## src/core/crc_pkg.sv

```systemverilog
// Purpose: shared constants and types of the serial line check unit
// Assumes: 50 MHz system clock, 16-bit register port
// Notes: check values are kept in logical form, msb is bit 15
package crc_pkg;

    localparam int CLK_NS = 20;
    localparam int CLR_PULSE_NS = 100;
    localparam int CLR_PULSE_CYC = (CLR_PULSE_NS + CLK_NS - 1) / CLK_NS;
    localparam int PULSE_CNT_W = 3;

    localparam int CRC_W = 16;
    localparam int SEND_CNT_W = 4;
    localparam logic [SEND_CNT_W-1:0] SEND_LAST = 4'hf;

    // input stage bit 0 is part of both polynomials
    localparam logic [CRC_W-1:0] TAPS_CRC16 = 16'h8005;
    localparam logic [CRC_W-1:0] TAPS_CCITT = 16'h1021;
    localparam logic [CRC_W-1:0] INIT_CRC16 = 16'h0000;
    localparam logic [CRC_W-1:0] INIT_CCITT = 16'hffff;
    localparam logic [CRC_W-1:0] RESIDUE_CRC16 = 16'h0000;
    // octal 016417
    localparam logic [CRC_W-1:0] RESIDUE_CCITT = 16'h1d0f;

    localparam int DATA_W = 16;
    localparam int ADDR_W = 3;
    localparam logic [ADDR_W-1:0] ADDR_CTRL = 3'h0;
    localparam logic [ADDR_W-1:0] ADDR_STATUS = 3'h1;
    localparam logic [ADDR_W-1:0] ADDR_MASK = 3'h2;
    localparam logic [ADDR_W-1:0] ADDR_TXCRC = 3'h3;
    localparam logic [ADDR_W-1:0] ADDR_RXCRC = 3'h4;
    localparam logic [ADDR_W-1:0] ADDR_STATE = 3'h5;

    localparam int CTRL_W = 3;
    localparam int CTRL_BITSTUFF = 0;
    localparam int CTRL_SOM = 1;
    localparam int CTRL_CRCEN = 2;
    localparam logic [CTRL_W-1:0] CTRL_RESET = 3'h0;

    localparam int EV_W = 3;
    localparam int EV_GOOD = 0;
    localparam int EV_BAD = 1;
    localparam int EV_SENT = 2;
    localparam logic [EV_W-1:0] EV_RESET = 3'h0;

    localparam int STATE_MATCH = 0;
    localparam int STATE_WINDOW = 1;

    typedef enum logic [1:0] {
        ST_IDLE = 2'b01,
        ST_SEND = 2'b10
    } send_state_t;

endpackage

```

## src/core/crc_shift_reg.sv

```systemverilog
// Purpose: one 16-stage check register with selectable feedback taps
// Assumes: taps include the shared input stage bit 0
// Notes: with feedback off it only shifts, feeding zero at bit 0
`timescale 1ns/1ps
module crc_shift_reg #(
    parameter int WIDTH = 16
) (
    // clock and reset
    input wire logic clk,
    input wire logic rst,
    // control
    input wire logic clear,
    input wire logic shiftEn,
    input wire logic feedbackEn,
    input wire logic dataIn,
    input wire logic [WIDTH-1:0] taps,
    input wire logic [WIDTH-1:0] initVal,
    // state
    output logic [WIDTH-1:0] value
);

    logic fb;
    logic [WIDTH-1:0] nextVal;

    // unused taps leave the previous stage untouched
    assign fb = feedbackEn & (dataIn ^ value[WIDTH-1]);
    assign nextVal = {value[WIDTH-2:0], 1'b0} ^ ({WIDTH{fb}} & taps);

    // all stages clocked and cleared together, clear first
    always_ff @(posedge clk)
    begin
        if (rst || clear)
        begin
            value <= initVal;
        end
        else if (shiftEn)
        begin
            value <= nextVal;
        end
    end

endmodule

```

## src/core/sync_line_crc_unit.sv

```systemverilog
// Purpose: transmit check generator and receive check comparator
// Assumes: line clocks and receive data are pins, decoder signals are local
// Notes: line clocks are sampled, so they must be well below sys_clk/4
`timescale 1ns/1ps

module sync_line_crc_unit
    import crc_pkg::*;
(
    // clock and reset
    input wire logic sys_clk,
    input wire logic rst,
    // register port
    input wire logic [crc_pkg::ADDR_W-1:0] regAddr,
    input wire logic [crc_pkg::DATA_W-1:0] regWrData,
    input wire logic regWr,
    input wire logic regRd,
    output logic [crc_pkg::DATA_W-1:0] regRdData,
    output logic irq,
    // transmit path
    input wire logic txLineClk,
    input wire logic txDataBit,
    input wire logic crcClockEnable,
    input wire logic txEndOfData,
    output logic txBitStrobe,
    output logic crcSendWindow,
    output logic txLineBit,
    // receive path
    input wire logic rxLineClk,
    input wire logic rxLine,
    input wire logic rxEnable,
    input wire logic rxActive,
    input wire logic rxFrameEnd,
    output logic crcMatchFlag
);
    import crc_pkg::*;

    logic [CTRL_W-1:0] ctrl_q;
    logic [EV_W-1:0] status_q;
    logic [EV_W-1:0] mask_q;
    logic [EV_W-1:0] events;
    logic bitstuffSelect;
    logic somClearRequest;
    logic crcEnable;
    logic [2:0] txClkSync_q;
    logic [2:0] rxClkSync_q;
    logic [1:0] rxLineSync_q;
    logic rxBitStrobe;
    logic rxBit;
    send_state_t state_q;
    logic [SEND_CNT_W-1:0] sendCnt_q;
    logic [PULSE_CNT_W-1:0] pulseCnt_q;
    logic windowFall;
    logic clearPulse;
    logic txClear;
    logic [CRC_W-1:0] taps;
    logic [CRC_W-1:0] initVal;
    logic [CRC_W-1:0] residue;
    logic [CRC_W-1:0] txCrc;
    logic [CRC_W-1:0] rxCrc;
    logic txShiftEn;
    logic txFeedbackEn;
    logic txLogicalBit;
    logic frameGood;

    assign bitstuffSelect = ctrl_q[CTRL_BITSTUFF];
    assign somClearRequest = ctrl_q[CTRL_SOM];
    assign crcEnable = ctrl_q[CTRL_CRCEN];

    // polynomial, cleared state and good residue follow the protocol
    assign taps = bitstuffSelect ? TAPS_CCITT : TAPS_CRC16;
    assign initVal = bitstuffSelect ? INIT_CCITT : INIT_CRC16;
    assign residue = bitstuffSelect ? RESIDUE_CCITT : RESIDUE_CRC16;

    // line clocks and receive data are asynchronous pins
    always_ff @(posedge sys_clk)
    begin
        if (rst)
        begin
            txClkSync_q <= 3'h0;
            rxClkSync_q <= 3'h0;
            rxLineSync_q <= 2'h0;
        end
        else
        begin
            txClkSync_q <= {txClkSync_q[1:0], txLineClk};
            rxClkSync_q <= {rxClkSync_q[1:0], rxLineClk};
            rxLineSync_q <= {rxLineSync_q[0], rxLine};
        end
    end

    // one strobe per bit time, taken from the rising line clock edge
    assign txBitStrobe = txClkSync_q[1] & ~txClkSync_q[2];
    assign rxBitStrobe = rxClkSync_q[1] & ~rxClkSync_q[2];
    // high level is logical zero in bitstuff mode
    assign rxBit = rxLineSync_q[1] ^ bitstuffSelect;

    // check character send window
    always_ff @(posedge sys_clk)
    begin
        if (rst)
        begin
            state_q <= ST_IDLE;
            sendCnt_q <= '0;
        end
        else
        begin
            unique case (state_q)
                ST_IDLE:
                begin
                    sendCnt_q <= '0;
                    if (txEndOfData && crcEnable)
                    begin
                        state_q <= ST_SEND;
                    end
                end
                ST_SEND:
                begin
                    if (txBitStrobe)
                    begin
                        sendCnt_q <= sendCnt_q + 4'h1;
                        if (sendCnt_q == SEND_LAST)
                        begin
                            state_q <= ST_IDLE;
                        end
                    end
                end
                default:
                begin
                    state_q <= ST_IDLE;
                end
            endcase
        end
    end

    assign crcSendWindow = (state_q == ST_SEND);
    assign windowFall = (state_q == ST_SEND) && txBitStrobe && (sendCnt_q == SEND_LAST);

    // clear pulse is a fixed width, started only by the window falling
    always_ff @(posedge sys_clk)
    begin
        if (rst)
        begin
            pulseCnt_q <= '0;
        end
        else if (windowFall)
        begin
            pulseCnt_q <= PULSE_CNT_W'(CLR_PULSE_CYC);
        end
        else if (pulseCnt_q != '0)
        begin
            pulseCnt_q <= pulseCnt_q - 3'h1;
        end
    end

    assign clearPulse = (pulseCnt_q != '0);
    assign txClear = somClearRequest | clearPulse;

    // during the window the register only shifts its contents out
    assign txShiftEn = txBitStrobe & (crcClockEnable | crcSendWindow);
    assign txFeedbackEn = crcClockEnable & ~crcSendWindow;

    crc_shift_reg #(
        .WIDTH(CRC_W)
    ) txReg (
        .clk(sys_clk),
        .rst(rst),
        .clear(txClear),
        .shiftEn(txShiftEn),
        .feedbackEn(txFeedbackEn),
        .dataIn(txDataBit),
        .taps(taps),
        .initVal(initVal),
        .value(txCrc)
    );

    crc_shift_reg #(
        .WIDTH(CRC_W)
    ) rxReg (
        .clk(sys_clk),
        .rst(rst),
        .clear(~rxActive),
        .shiftEn(rxBitStrobe & rxEnable),
        .feedbackEn(1'b1),
        .dataIn(rxBit),
        .taps(taps),
        .initVal(initVal),
        .value(rxCrc)
    );

    // check character goes out complemented in bitstuff mode
    assign txLogicalBit = crcSendWindow ? (txCrc[CRC_W-1] ^ bitstuffSelect) : txDataBit;

    always_ff @(posedge sys_clk)
    begin
        if (rst)
        begin
            txLineBit <= 1'b0;
        end
        else if (txBitStrobe)
        begin
            txLineBit <= txLogicalBit ^ bitstuffSelect;
        end
    end

    // only a pass or fail flag; the processor handles recovery
    assign frameGood = (rxCrc == residue);

    always_ff @(posedge sys_clk)
    begin
        if (rst)
        begin
            crcMatchFlag <= 1'b0;
        end
        else if (rxFrameEnd)
        begin
            crcMatchFlag <= frameGood;
        end
    end

    // control register; software pulses the som bit itself
    always_ff @(posedge sys_clk)
    begin
        if (rst)
        begin
            ctrl_q <= CTRL_RESET;
            mask_q <= EV_RESET;
        end
        else if (regWr)
        begin
            if (regAddr == ADDR_CTRL)
            begin
                ctrl_q <= regWrData[CTRL_W-1:0];
            end
            if (regAddr == ADDR_MASK)
            begin
                mask_q <= regWrData[EV_W-1:0];
            end
        end
    end

    assign events[EV_GOOD] = rxFrameEnd & frameGood;
    assign events[EV_BAD] = rxFrameEnd & ~frameGood;
    assign events[EV_SENT] = windowFall;

    // sticky events, write one to clear; a new event beats the clear
    always_ff @(posedge sys_clk)
    begin
        if (rst)
        begin
            status_q <= EV_RESET;
        end
        else if (regWr && regAddr == ADDR_STATUS)
        begin
            status_q <= (status_q & ~regWrData[EV_W-1:0]) | events;
        end
        else
        begin
            status_q <= status_q | events;
        end
    end

    assign irq = |(status_q & mask_q);

    // read data stands in the cycle after the strobe only
    always_ff @(posedge sys_clk)
    begin
        if (rst || !regRd)
        begin
            regRdData <= '0;
        end
        else
        begin
            unique case (regAddr)
                ADDR_CTRL: regRdData <= DATA_W'(ctrl_q);
                ADDR_STATUS: regRdData <= DATA_W'(status_q);
                ADDR_MASK: regRdData <= DATA_W'(mask_q);
                ADDR_TXCRC: regRdData <= txCrc;
                ADDR_RXCRC: regRdData <= rxCrc;
                ADDR_STATE: regRdData <= DATA_W'({crcSendWindow, crcMatchFlag});
                default: regRdData <= '0;
            endcase
        end
    end
endmodule

```

## config.mk

```make
export PLATFORM = sky130hd
export DESIGN_NAME = sync_line_crc_unit
export DESIGN_NICKNAME = d
export VERILOG_FILES = /design/src/core/crc_pkg.sv /design/src/core/crc_shift_reg.sv /design/src/core/sync_line_crc_unit.sv
export SDC_FILE = /design/constraint.sdc
export NUM_CORES = 1
export LEC_CHECK = 0
export ABC_AREA = 1
export ABC_CLOCK_PERIOD_IN_PS = 2450
export BUFFER_PORTS_ARGS = -buffer_cell sky130_fd_sc_hd__buf_2
export CELL_PAD_IN_SITES_DETAIL_PLACEMENT = 1
export CELL_PAD_IN_SITES_GLOBAL_PLACEMENT = 2
export CORE_MARGIN = 1
export CORE_UTILIZATION = 31
export DETAILED_ROUTE_END_ITERATION = 10
export GPL_TIMING_DRIVEN = 0
export MAX_ROUTING_LAYER = met4
export PLACE_DENSITY = 0.87
export SETUP_SLACK_MARGIN = 0.05
export SLEW_MARGIN = 15
export SYNTH_ARGS = -nofsm -noshare
export SYNTH_HDL_FRONTEND = slang
export SYNTH_HIERARCHICAL = 1
export SYNTH_SLANG_ARGS = --single-unit
```

## constraint.sdc

```tcl
create_clock -name sys_clk -period 2.45 [get_ports sys_clk]
set_input_delay 0.245 -clock sys_clk [delete_from_list [all_inputs] [get_ports sys_clk]]
set_output_delay 0.245 -clock sys_clk [all_outputs]
set_load 0.005 [all_outputs]
```

## Yosys cells after proc, flatten, opt, wreduce, memory -nomap -nowiden

Index checks and enable logic that the tools add are counted.

- $add $sub $neg: 2
- Eq/ne operators: 12
- Muxes and demuxes: 18
- Bitwise operators: 29
- Reductions and logical operators: 20

Operators by type and width:

| kind | count |
|---|---|
| 16-bit two-way mux | 6 |
| 16-bit one-hot mux with 6 select lines | 1 |
| 16-bit bitwise AND | 2 |
| 16-bit XOR | 2 |
| 16-bit by 13-bit equality test with 1-bit output | 1 |
| 13-bit two-way mux | 1 |
| 3-bit two-way mux | 3 |
| 1-bit bitwise AND | 8 |
| 4-bit one-hot mux with 2 select lines | 1 |
| 2-bit nonzero test | 4 |
| 3-bit bitwise AND | 2 |
| 3-bit by 2-bit equality test with 1-bit output (second input constant) | 2 |
| 3-bit equality test (second input constant) | 2 |
| 2-bit two-way mux | 3 |
| 3-bit OR | 2 |
| 2-bit AND reduction | 3 |
| 1-bit NOT | 5 |
| 1-bit XOR | 5 |
| 4-bit by 1-bit adder with 4-bit output (second input constant) | 1 |
| 4-bit equality test (second input constant) | 1 |
| 1-bit logical AND | 4 |
| 4-bit two-way mux | 1 |
| 2-bit != test (second input constant) | 2 |
| 2-bit one-hot mux with 2 select lines | 1 |
| other kinds (15) | 18 |

- Flip-flop bits (word level): 76
- Bits of input ports: 32
- Output and inout port bits: 21

## Longest topological paths before layout

Gate-level depths: netlist of run 1.

- Word-level depth: 8
- Mapped depth: 10

## By module

The synthesis of run 1 kept the hierarchy.

By module, submodules not included:

| module | instances | cells an instance | area an instance (sq um) | sequential area each (sq um) |
|---|---|---|---|---|
| crc_shift_reg | 2 | 141 | 1,159.9 | 480.5 |
| sync_line_crc_unit | 1 | 274 | 2,014.4 | 880.8 |

## Worst setup path before layout of run 1

OpenSTA, ideal clock, no wires.

- Path kind: flip-flop to flip-flop
- Start: register ctrl_q[0]
- End: register rxReg.value[12], data pin
- Library setup time: 255 ps
- Arrival: 2,194 ps
- Data required time: 2,195 ps
- Slack: 2 ps
- Stages on the path, launching flop included: 9
- Path buffers: 2
- Period minus slack after synthesis: 2,448 ps
- Cells stage by stage: dfxtp_1 buf_2 xor2_1 nor2_2 nor2_8 buf_12 nand3_2 nand3_1 nand2_1

- Longest elaborated chain between the ends: 6
- Elaborated cells between the ends (all ways): 8
- Classes of those cells: mux: 4; bitwise: 4

Ends and longest elaborated chain:

| what | line | text |
|---|---|---|
| start: declaration | sync_line_crc_unit.sv:37 | `logic [CTRL_W-1:0] ctrl_q;` |
| start signal: assignment | sync_line_crc_unit.sv:232 | `ctrl_q <= regWrData[CTRL_W-1:0];` |
| 1-bit XOR | sync_line_crc_unit.sv:95 | `assign rxBit = rxLineSync_q[1] ^ bitstuffSelect;` |
| net rxBit | sync_line_crc_unit.sv:48 | `logic rxBit;` |
| 1-bit XOR | crc_shift_reg.sv:26 | `assign fb = feedbackEn & (dataIn ^ value[WIDTH-1]);` |
| 16-bit bitwise AND | crc_shift_reg.sv:27 | `assign nextVal = {value[WIDTH-2:0], 1'b0} ^ ({WIDTH{fb}} & taps);` |
| 16-bit XOR | crc_shift_reg.sv:27 |  |
| 16-bit two-way mux | crc_shift_reg.sv:36 | `else if (shiftEn)` |
| 16-bit two-way mux | crc_shift_reg.sv:32 | `if (rst \|\| clear)` |
| end signal: assignment | crc_shift_reg.sv:34 | `value <= initVal;` |
| end signal: assignment | crc_shift_reg.sv:38 | `value <= nextVal;` |
| end: declaration | crc_shift_reg.sv:19 | `output logic [WIDTH-1:0] value` |

The timed path passes the listed nets, and every way through them passes these cells. The select of a mux whose other input is x is not followed.
A chain may end at the register's enable or synchronous reset.

## Worst setup path in the final report of run 1

Same ends and word-level chain as after synthesis.

==> out/qor.txt, run 1 <==
Worst R2R Start - ctrl_q[0]
Reg clk slew, reported paths - 0.06 ns
Number of global-route vias before repair - 4024
Pre-antenna DRT Iters - 4
Startpoint type of the worst setup path - flop
Sequential area share after synthesis - 0.4249
Slew Limit Fails - 0
DRC - 0
Crit. End Element - flop
Ant. Diodes - 0
Final-report setup violation count - 0
First-pass GRT wire length - 19.89 mm
Layout Nets - 688
Remaining antenna violation count after routing - 0
Initial DRC Count - 188
Die Ht - 120.2 um
Clock Latency Late Sink - 0.35 ns
Worst hold path startpoint - txLineClk
Placed Area - 4920 sq um
Worst hold path class - input port to flop
Min Tclk post-route - 2.152 ns
Area Growth Syn to Fin - 20.87%
Most frequent cells in the layout - nand2_1 (160), inv_1 (72), nand3_1 (53)
Final Hold Fails - 0
Worst slew pin tran - 0.8006 ns
Clk sinks - 76
Hold path cells - 3
# port buffers - 39
Clk Tree Root Cell - clkbuf_16
GP Congestion - 0.8160
Layout Skew - 0.01108 ns
RSZ-0062 raised after global routing - no
Max frequency - 464.6 MHz
Top cells by area, synth - edfxtp_1 (22%), dfxtp_1 (20%), nand2_1 (14%)
Cells after Synth - 556
Top cell type's share of synthesized area - 0.2217
Vias per inst - 4.616
Number of synthesis warnings - 6
PwrDens - 767.4 nW/um^2
Chip Width - 120.2 um
Outcome - completed
Clk buf depth - 2
Finished layout cell area - 5239 sq um
Core footprint - 13450 sq um
Final cell count without fillers - 833
Die area - 14460 sq um
Placed cells - 816
Worst slew margin - 0.4663
Post-synthesis cell area - 4334 sq um
Synth area leader - edfxtp_1
Antenna violations before repair - 0
IO Count - 53
Post-DP HPWL - 8.775 mm
GRT Total Usage - 0.1825
LEAKAGE - 2.393 nW
H-tree level count - 3
Row count - 42
WHS Endpoint - txClkSync_q[0]
Initial Utilization - 0.3222
Maximum vdd drop - 0.4462 mV
Vias - 3845
Worst-path maximum fanout - 22
CP Class - flop to flop
Num CTS Buffers - 9
Global route overflow - 0
Largest net degree at the start of global routing - 42
CP arrival - 2.26 ns
CTS tree - done
Most common cell after layout, fill and taps aside - nand2_1
CP startpoint - ctrl_q[0]
Max-cap violations - 0
Post-DR wirelength/cell - 14.36 um
Layout cell share with drive strength beyond 1 - 0.1918
Distinct cell type count after synthesis - 32
Synth Register Bits - 76
Worst r2r dst - rxReg/value[12]
Syn_area_per_cell - 7.795 sq um
Required time of the critical path - 2.56 ns
Reg2Reg Setup Slack - 0.30 ns
Final Cycle Share - 0.8785
# fillers - 1678
Worst Reg2Reg Path Length in Cells - 8
Final WL - 11.96 mm
==> cells by family after synthesis <==
logic type,count (synthesis),synth area share
AOI/OAI and AO/OA,55,0.07246
xor gates and xnor gates,3,0.006063
adders and majority gates,4,0.01155
buffers and inverters,96,0.1062
DFF,76,0.4249
other,2,0.001733
and+or+nand+nor,320,0.3770
==> worst max-delay path by stage <==
| stage | endpoint | depth (start not counted) |
|---|---|---|
| CTS | rxReg/value[12] | 8 |
| finish | rxReg/value[12] | 8 |
| global route | rxReg/value[12] | 8 |
| global placement | rxReg/value[12] | 8 |
| detailed placement | rxReg/value[12] | 8 |
| floorplan | rxReg/value[12] | 8 |
==> timing repair <==
action | in CTS | in global routing
pin swaps | 0 | 0
gates resized for setup | 1 | 1
hold buffers | 0 | 0
setup buffers | 0 | 1
setup endpoints to repair | 5 | 17
==> layout make-up <==
cell class                 count  area (sq um)  share of cell area
clock inverter                 3         17.52            0.003344
sequential                    76          1846              0.3523
clock buffer                  13         271.5             0.05183
multi-input combinational    429          2201              0.4201
inverter                      76         285.3             0.05445
buffer                        20         175.2             0.03344
timing repair buffer          40         222.7             0.04251
tap                          176         220.2             0.04203
==> metal layers <==
layer  wire [um]  track usage  share of wire
met1        5539       0.2243           0.46
met2        5936       0.3017           0.50
met3         306      0.03113          0.026
met4         182      0.06559          0.015
met5           0            -              0
==> cells in the mapped netlist <==
library cell / number
nand2_2: 2
buf_8: 3
xor2_1: 3
dfxtp_1: 44
nor2_4: 3
clkbuf_1: 3
buf_4: 5
nor3_1: 2
nor2_2: 4
nor3_2: 1
buf_6: 1
edfxtp_1: 32
o21ai_0: 16
nand2_1: 160
buf_2: 6
or2_1: 2
a21oi_2: 9
nor3_4: 2
inv_1: 72
nor2_8: 2
a21oi_1: 26
nor2_1: 29
nand3_1: 53
nand3b_1: 2
conb_1: 2
buf_12: 2
nand2_4: 6
inv_2: 4
nand4_1: 32
nand3_2: 20
a31oi_1: 4
ha_1: 4
==> where the power goes <==
group	leakage (nW)	total (mW)	internal, mW	switching, mW
sequential	0.713	1.78	1.58	0.202
combinational	1.53	0.927	0.327	0.599
clock	0.146	1.32	0.776	0.540
total	2.39	4.02	2.68	1.34
==> state kept, by name (all words and copies together) (netlist names) <==
name and cells:
crcMatchFlag 1, rxClkSync_q 3, txReg/value 16, pulseCnt_q 3, txLineBit 1, ctrl_q 3
sendCnt_q 4, txClkSync_q 3, status_q 3, rxLineSync_q 2, regRdData 16, rxReg/value 16
state_q 2, mask_q 3
==> critical path: stages, from the launching register on <==
cell and delay (ns):
dfxtp_4 0.55, buf_2 0.28, xor2_1 0.37, nor2_2 0.12
nor2_8 0.19, buf_12 0.17, nand3_2 0.06, nand3_1 0.09
nand2_1 0.05
==> metrics by stage <==
step	power (mW)	utilization	worst slack (ns)	TNS (ns)	hold slack, ns
6_report	4.020	0.3894	0.2977	0	0.09912
5_1_grt	4.272	0.3894	0.1490	0	0.1092
4_1_cts	4.070	0.3874	0.1144	0	0.09124
3_5_place_dp	2.741	0.3657	-0.1641	-0.2503	0.3973
3_3_place_gp	2.674	0.3657	-0.1098	-0.1120	0.3888
2_1_floorplan	2.429	-	0.3636	0	0.3389
Power figures use the tool's default switching activity.
==> run 2, diff against run 1 <==
--- a/config.mk
+++ b/config.mk
@@ -5,7 +5,6 @@
 export SDC_FILE = /design/constraint.sdc
 export NUM_CORES = 1
 export LEC_CHECK = 0
-export ABC_AREA = 1
 export ABC_CLOCK_PERIOD_IN_PS = 2450
 export BUFFER_PORTS_ARGS = -buffer_cell sky130_fd_sc_hd__buf_2
 export CELL_PAD_IN_SITES_DETAIL_PLACEMENT = 1
@@ -15,7 +14,7 @@
 export DETAILED_ROUTE_END_ITERATION = 10
 export GPL_TIMING_DRIVEN = 0
 export MAX_ROUTING_LAYER = met4
-export PLACE_DENSITY = 0.87
+export PLACE_DENSITY = 0.76
 export SETUP_SLACK_MARGIN = 0.05
 export SLEW_MARGIN = 15
 export SYNTH_ARGS = -nofsm -noshare
==> run 2 against run 1 <==
- hold slack improved by 0.010 ns
- final area decreased by 12%
- sequential power decreased by 3%
- count of clock-buffer cells in the layout increased by 2
- area after synthesis decreased by 11%
- clock power about the same
- via count decreased by 11%
- sequential share of layout area increased by 4.7 points
- maximum frequency decreased by 1.3%
- critical path depth decreased by 1
- critical path type unchanged
- critical endpoint is now txReg/value[7]
==> out/qor.txt, run 2 <==
Top delay family on crit path - buffers and inverters (was flip-flops)
Pre-antenna DRT Iters - 5 (was 4)
Max frequency - 458.5 MHz (was 464.6 MHz)
Remaining antenna violation count after routing - 0 (unchanged)
Maximum vdd drop - 0.2642 mV (was 0.4462 mV)
GRT Total Usage - 0.1957 (was 0.1825)
Layout cell share with drive strength beyond 1 - 0.1462 (was 0.1918)
Ant. Diodes - 0 (unchanged)
Clk Tree Root Cell - clkbuf_16 (unchanged)
Outcome - completed (unchanged)
LEAKAGE - 1.765 nW (was 2.393 nW)
Antenna violations before repair - 0 (unchanged)
Startpoint type of the worst setup path - flop (unchanged)
Worst R2R Start - pulseCnt_q[0] (was ctrl_q[0])
Clock Latency Late Sink - 0.35 ns (about the same)
Cell mode on critical path - ha_1
Slew Limit Fails - 0 (unchanged)
Most frequent cells in the layout - nor2_1 (66), nand2_1 (44), buf_2 (44) (was nand2_1 (160), inv_1 (72), nand3_1 (53))
# fillers - 1432 (was 1678)
Clk buf depth - 2 (unchanged)
Reg2Reg Setup Slack - 0.27 ns (was 0.30 ns)
Syn_area_per_cell - 8.827 sq um (was 7.795 sq um)
Post-synthesis cell area - 3849 sq um (was 4334 sq um)
CTS tree - done (unchanged)
Worst slew margin - 0.4796 (was 0.4663)
Worst hold path startpoint - rxLine (was txLineClk)
Die area - 12870 sq um (was 14460 sq um)
IO Count - 53 (unchanged)
Number of global-route vias before repair - 3510 (was 4024)
Worst-path maximum fanout - 10 (was 22)
Async S/R FF share, synth - 0 (unchanged)
Postcts setup bufs - 0 (unchanged)
Area Growth Syn to Fin - 20.19% (was 20.87%)
Final cell count without fillers - 681 (was 833)
Top_reg_cell synth - dfxtp_1 (unchanged)
GP Congestion - 0.7421 (was 0.8160)
Vias per inst - 5.019 (was 4.616)
Layout Skew - 0.009234 ns (was 0.01108 ns)
Worst slew pin tran - 0.7806 ns (was 0.8006 ns)
Layout Nets - 544 (was 688)
RSZ-0062 raised after global routing - no (unchanged)
Cells along the critical path - inv_1, ha_1, ha_1, nand2b_1, nor2_1, clkbuf_1, a31oi_1 (was buf_2, xor2_1, nor2_2, nor2_8, buf_12, nand3_2, nand3_1, nand2_1)
Global route overflow - 0 (unchanged)
CP Class - flop to flop (unchanged)
Final WL - 11.23 mm (was 11.96 mm)
Required time of the critical path - 2.50 ns (was 2.56 ns)
DRC - 0 (unchanged)
EDFF count, synth - 32 (unchanged)
CP arrival - 2.23 ns (was 2.26 ns)
PnR Total Power - 3.758 mW (was 4.020 mW)
Post-synth top cells - nor2_1 (66), dfxtp_1 (44), nand2_1 (44) (was nand2_1 (160), inv_1 (72), nand3_1 (53))
Reg clk slew, reported paths - 0.06 ns (about the same)
Synth Register Bits - 76 (unchanged)
Row count - 40 (was 42)
Fin Setup TNS - 0 ns (unchanged)
Number of synthesis warnings - 6 (unchanged)
Most common cell after layout, fill and taps aside - nor2_1 (was nand2_1)
Post-DP HPWL - 8.156 mm (was 8.775 mm)
H-tree level count - 3 (unchanged)
Worst Reg2Reg Path Length in Cells - 7 (was 8)
Placed Area - 4337 sq um (was 4920 sq um)
Top cells by area, synth - edfxtp_1 (25%), dfxtp_1 (23%), nor2_1 (6.4%) (was edfxtp_1 (22%), dfxtp_1 (20%), nand2_1 (14%))
Crit. End Element - flop (unchanged)
Initial Utilization - 0.3191 (was 0.3222)
Synth area leader - edfxtp_1 (unchanged)
# port buffers - 38 (was 39)
Vias - 3418 (was 3845)
WHS Endpoint - rxLineSync_q[0] (was txClkSync_q[0])
# hold bufs at CTS - 0 (unchanged)
PwrDens - 812.5 nW/um^2 (was 767.4 nW/um^2)
Most numerous cell in the Yosys netlist - nor2_1 (was nand2_1)
Sequential area share after synthesis - 0.4785 (was 0.4249)
Clk sinks - 76 (unchanged)
Final-report setup violation count - 0 (unchanged)
Cells after Synth - 436 (was 556)
Distinct cell type count after synthesis - 46 (was 32)
Chip Width - 113.4 um (was 120.2 um)
Final Hold Fails - 0 (unchanged)
First-pass GRT wire length - 18.55 mm (was 19.89 mm)
Final core utilization - 0.3835 (was 0.3894)
Worst hold path class - input port to flop (unchanged)
Top cell type's share of synthesized area - 0.2497 (was 0.2217)
Placed cells - 665 (was 816)
Final Cycle Share - 0.8902 (was 0.8785)
Max-cap violations - 0 (unchanged)
Finished layout cell area - 4626 sq um (was 5239 sq um)
Hold path cells - 2 (was 3)
Crit path largest cell delay - 0.49 ns (was 0.55 ns)
Core footprint - 12060 sq um (was 13450 sq um)
Worst r2r dst - txReg/value[7] (was rxReg/value[12])
Largest net degree at the start of global routing - 38 (was 42)
Min Tclk post-route - 2.181 ns (was 2.152 ns)
CP bufs+invs - 2 (unchanged)
Top flop regs - regRdData (16), rxReg/value (16), txReg/value (16) (unchanged)
Initial DRC Count - 130 (was 188)
CP max stage cell - clkbuf_1 (was dfxtp_4)
Die Ht - 113.4 um (was 120.2 um)
Num CTS Buffers - 9 (unchanged)
Post-DR wirelength/cell - 16.50 um (was 14.36 um)
-- run 2: logic make-up (layout without fill, tap and decap cells) --
| family | Yosys count | after routing | synth area share |
|---|---|---|---|
| flip-flops | 76 | 76 | 0.4785 |
| AND/OR/NAND/NOR | 185 | 185 | 0.2363 |
| adder cells (fa/ha/maj) | 4 | 4 | 0.01300 |
| multiplexers | 13 | 13 | 0.03739 |
| XOR/XNOR | 5 | 5 | 0.01138 |
| other | 2 | 25 | 0.001951 |
| AO/OA/AOI/OAI | 110 | 110 | 0.1733 |
| buffers and inverters | 41 | 95 | 0.04811 |
-- run 2: report_power, final --
group | internal [mW] | total (mW) | leakage, nW | switching, mW
Combinational | 0.262 | 0.743 | 0.926 | 0.480
Sequential | 1.55 | 1.73 | 0.703 | 0.173
Clock | 0.771 | 1.29 | 0.136 | 0.518
-- run 2: layer usage --
| layer | up-vias | global-route usage | wire, um |
|---|---|---|---|
| li1 | 1686 | - | - |
| met1 | 1663 | 0.2542 | 5470 |
| met2 | 55 | 0.3006 | 5224 |
| met3 | 14 | 0.04357 | 390 |
| met4 | 0 | 0.06842 | 148 |
| met5 | - | - | 0 |
-- run 2: layout make-up --
class                   count  area [sq um]  area share
multi-input cells         342          1908      0.4125
flip-flops and latches     76          1846      0.3990
clock buffers              15         277.8     0.06005
well taps                 168         210.2     0.04544
repair buffers             38         190.2     0.04111
plain buffers              29         141.4     0.03057
inverters                  12         45.04    0.009738
clock inverters             1         7.507    0.001623
-- run 2: how the worst max path moves through the flow --
stage / startpoint / endpoint / slack (ns) / cells after the start
6_report: pulseCnt_q[0] / txReg/value[7] / 0.27 / 7
4_1_cts: state_q[1] / txReg/value[6] / 0.21 / 6
3_5_place_dp: ctrl_q[0] / rxReg/value[12] / 0.02 / 6
3_3_place_gp: ctrl_q[0] / rxReg/value[12] / -0.36 / 6
5_1_grt: state_q[1] / txReg/value[6] / 0.06 / 6
2_1_floorplan: ctrl_q[0] / rxReg/value[2] / 0.32 / 6
-- run 2: through the flow --
step	worst slack [ns]	hold WS, ns
2_1_floorplan	0.3207	0.3732
6_report	0.2691	0.1092
3_3_place_gp	-0.3558	0.4261
3_5_place_dp	0.02397	0.4316
4_1_cts	0.2122	0.09746
5_1_grt	0.05965	0.1066
-- run 2: what timing repair did --
action / 4_1_cts / 5_1_grt
gates resized for setup: 1 / 2
cloned: 0 / 0
endpoints found under the setup margin: 1 / 1
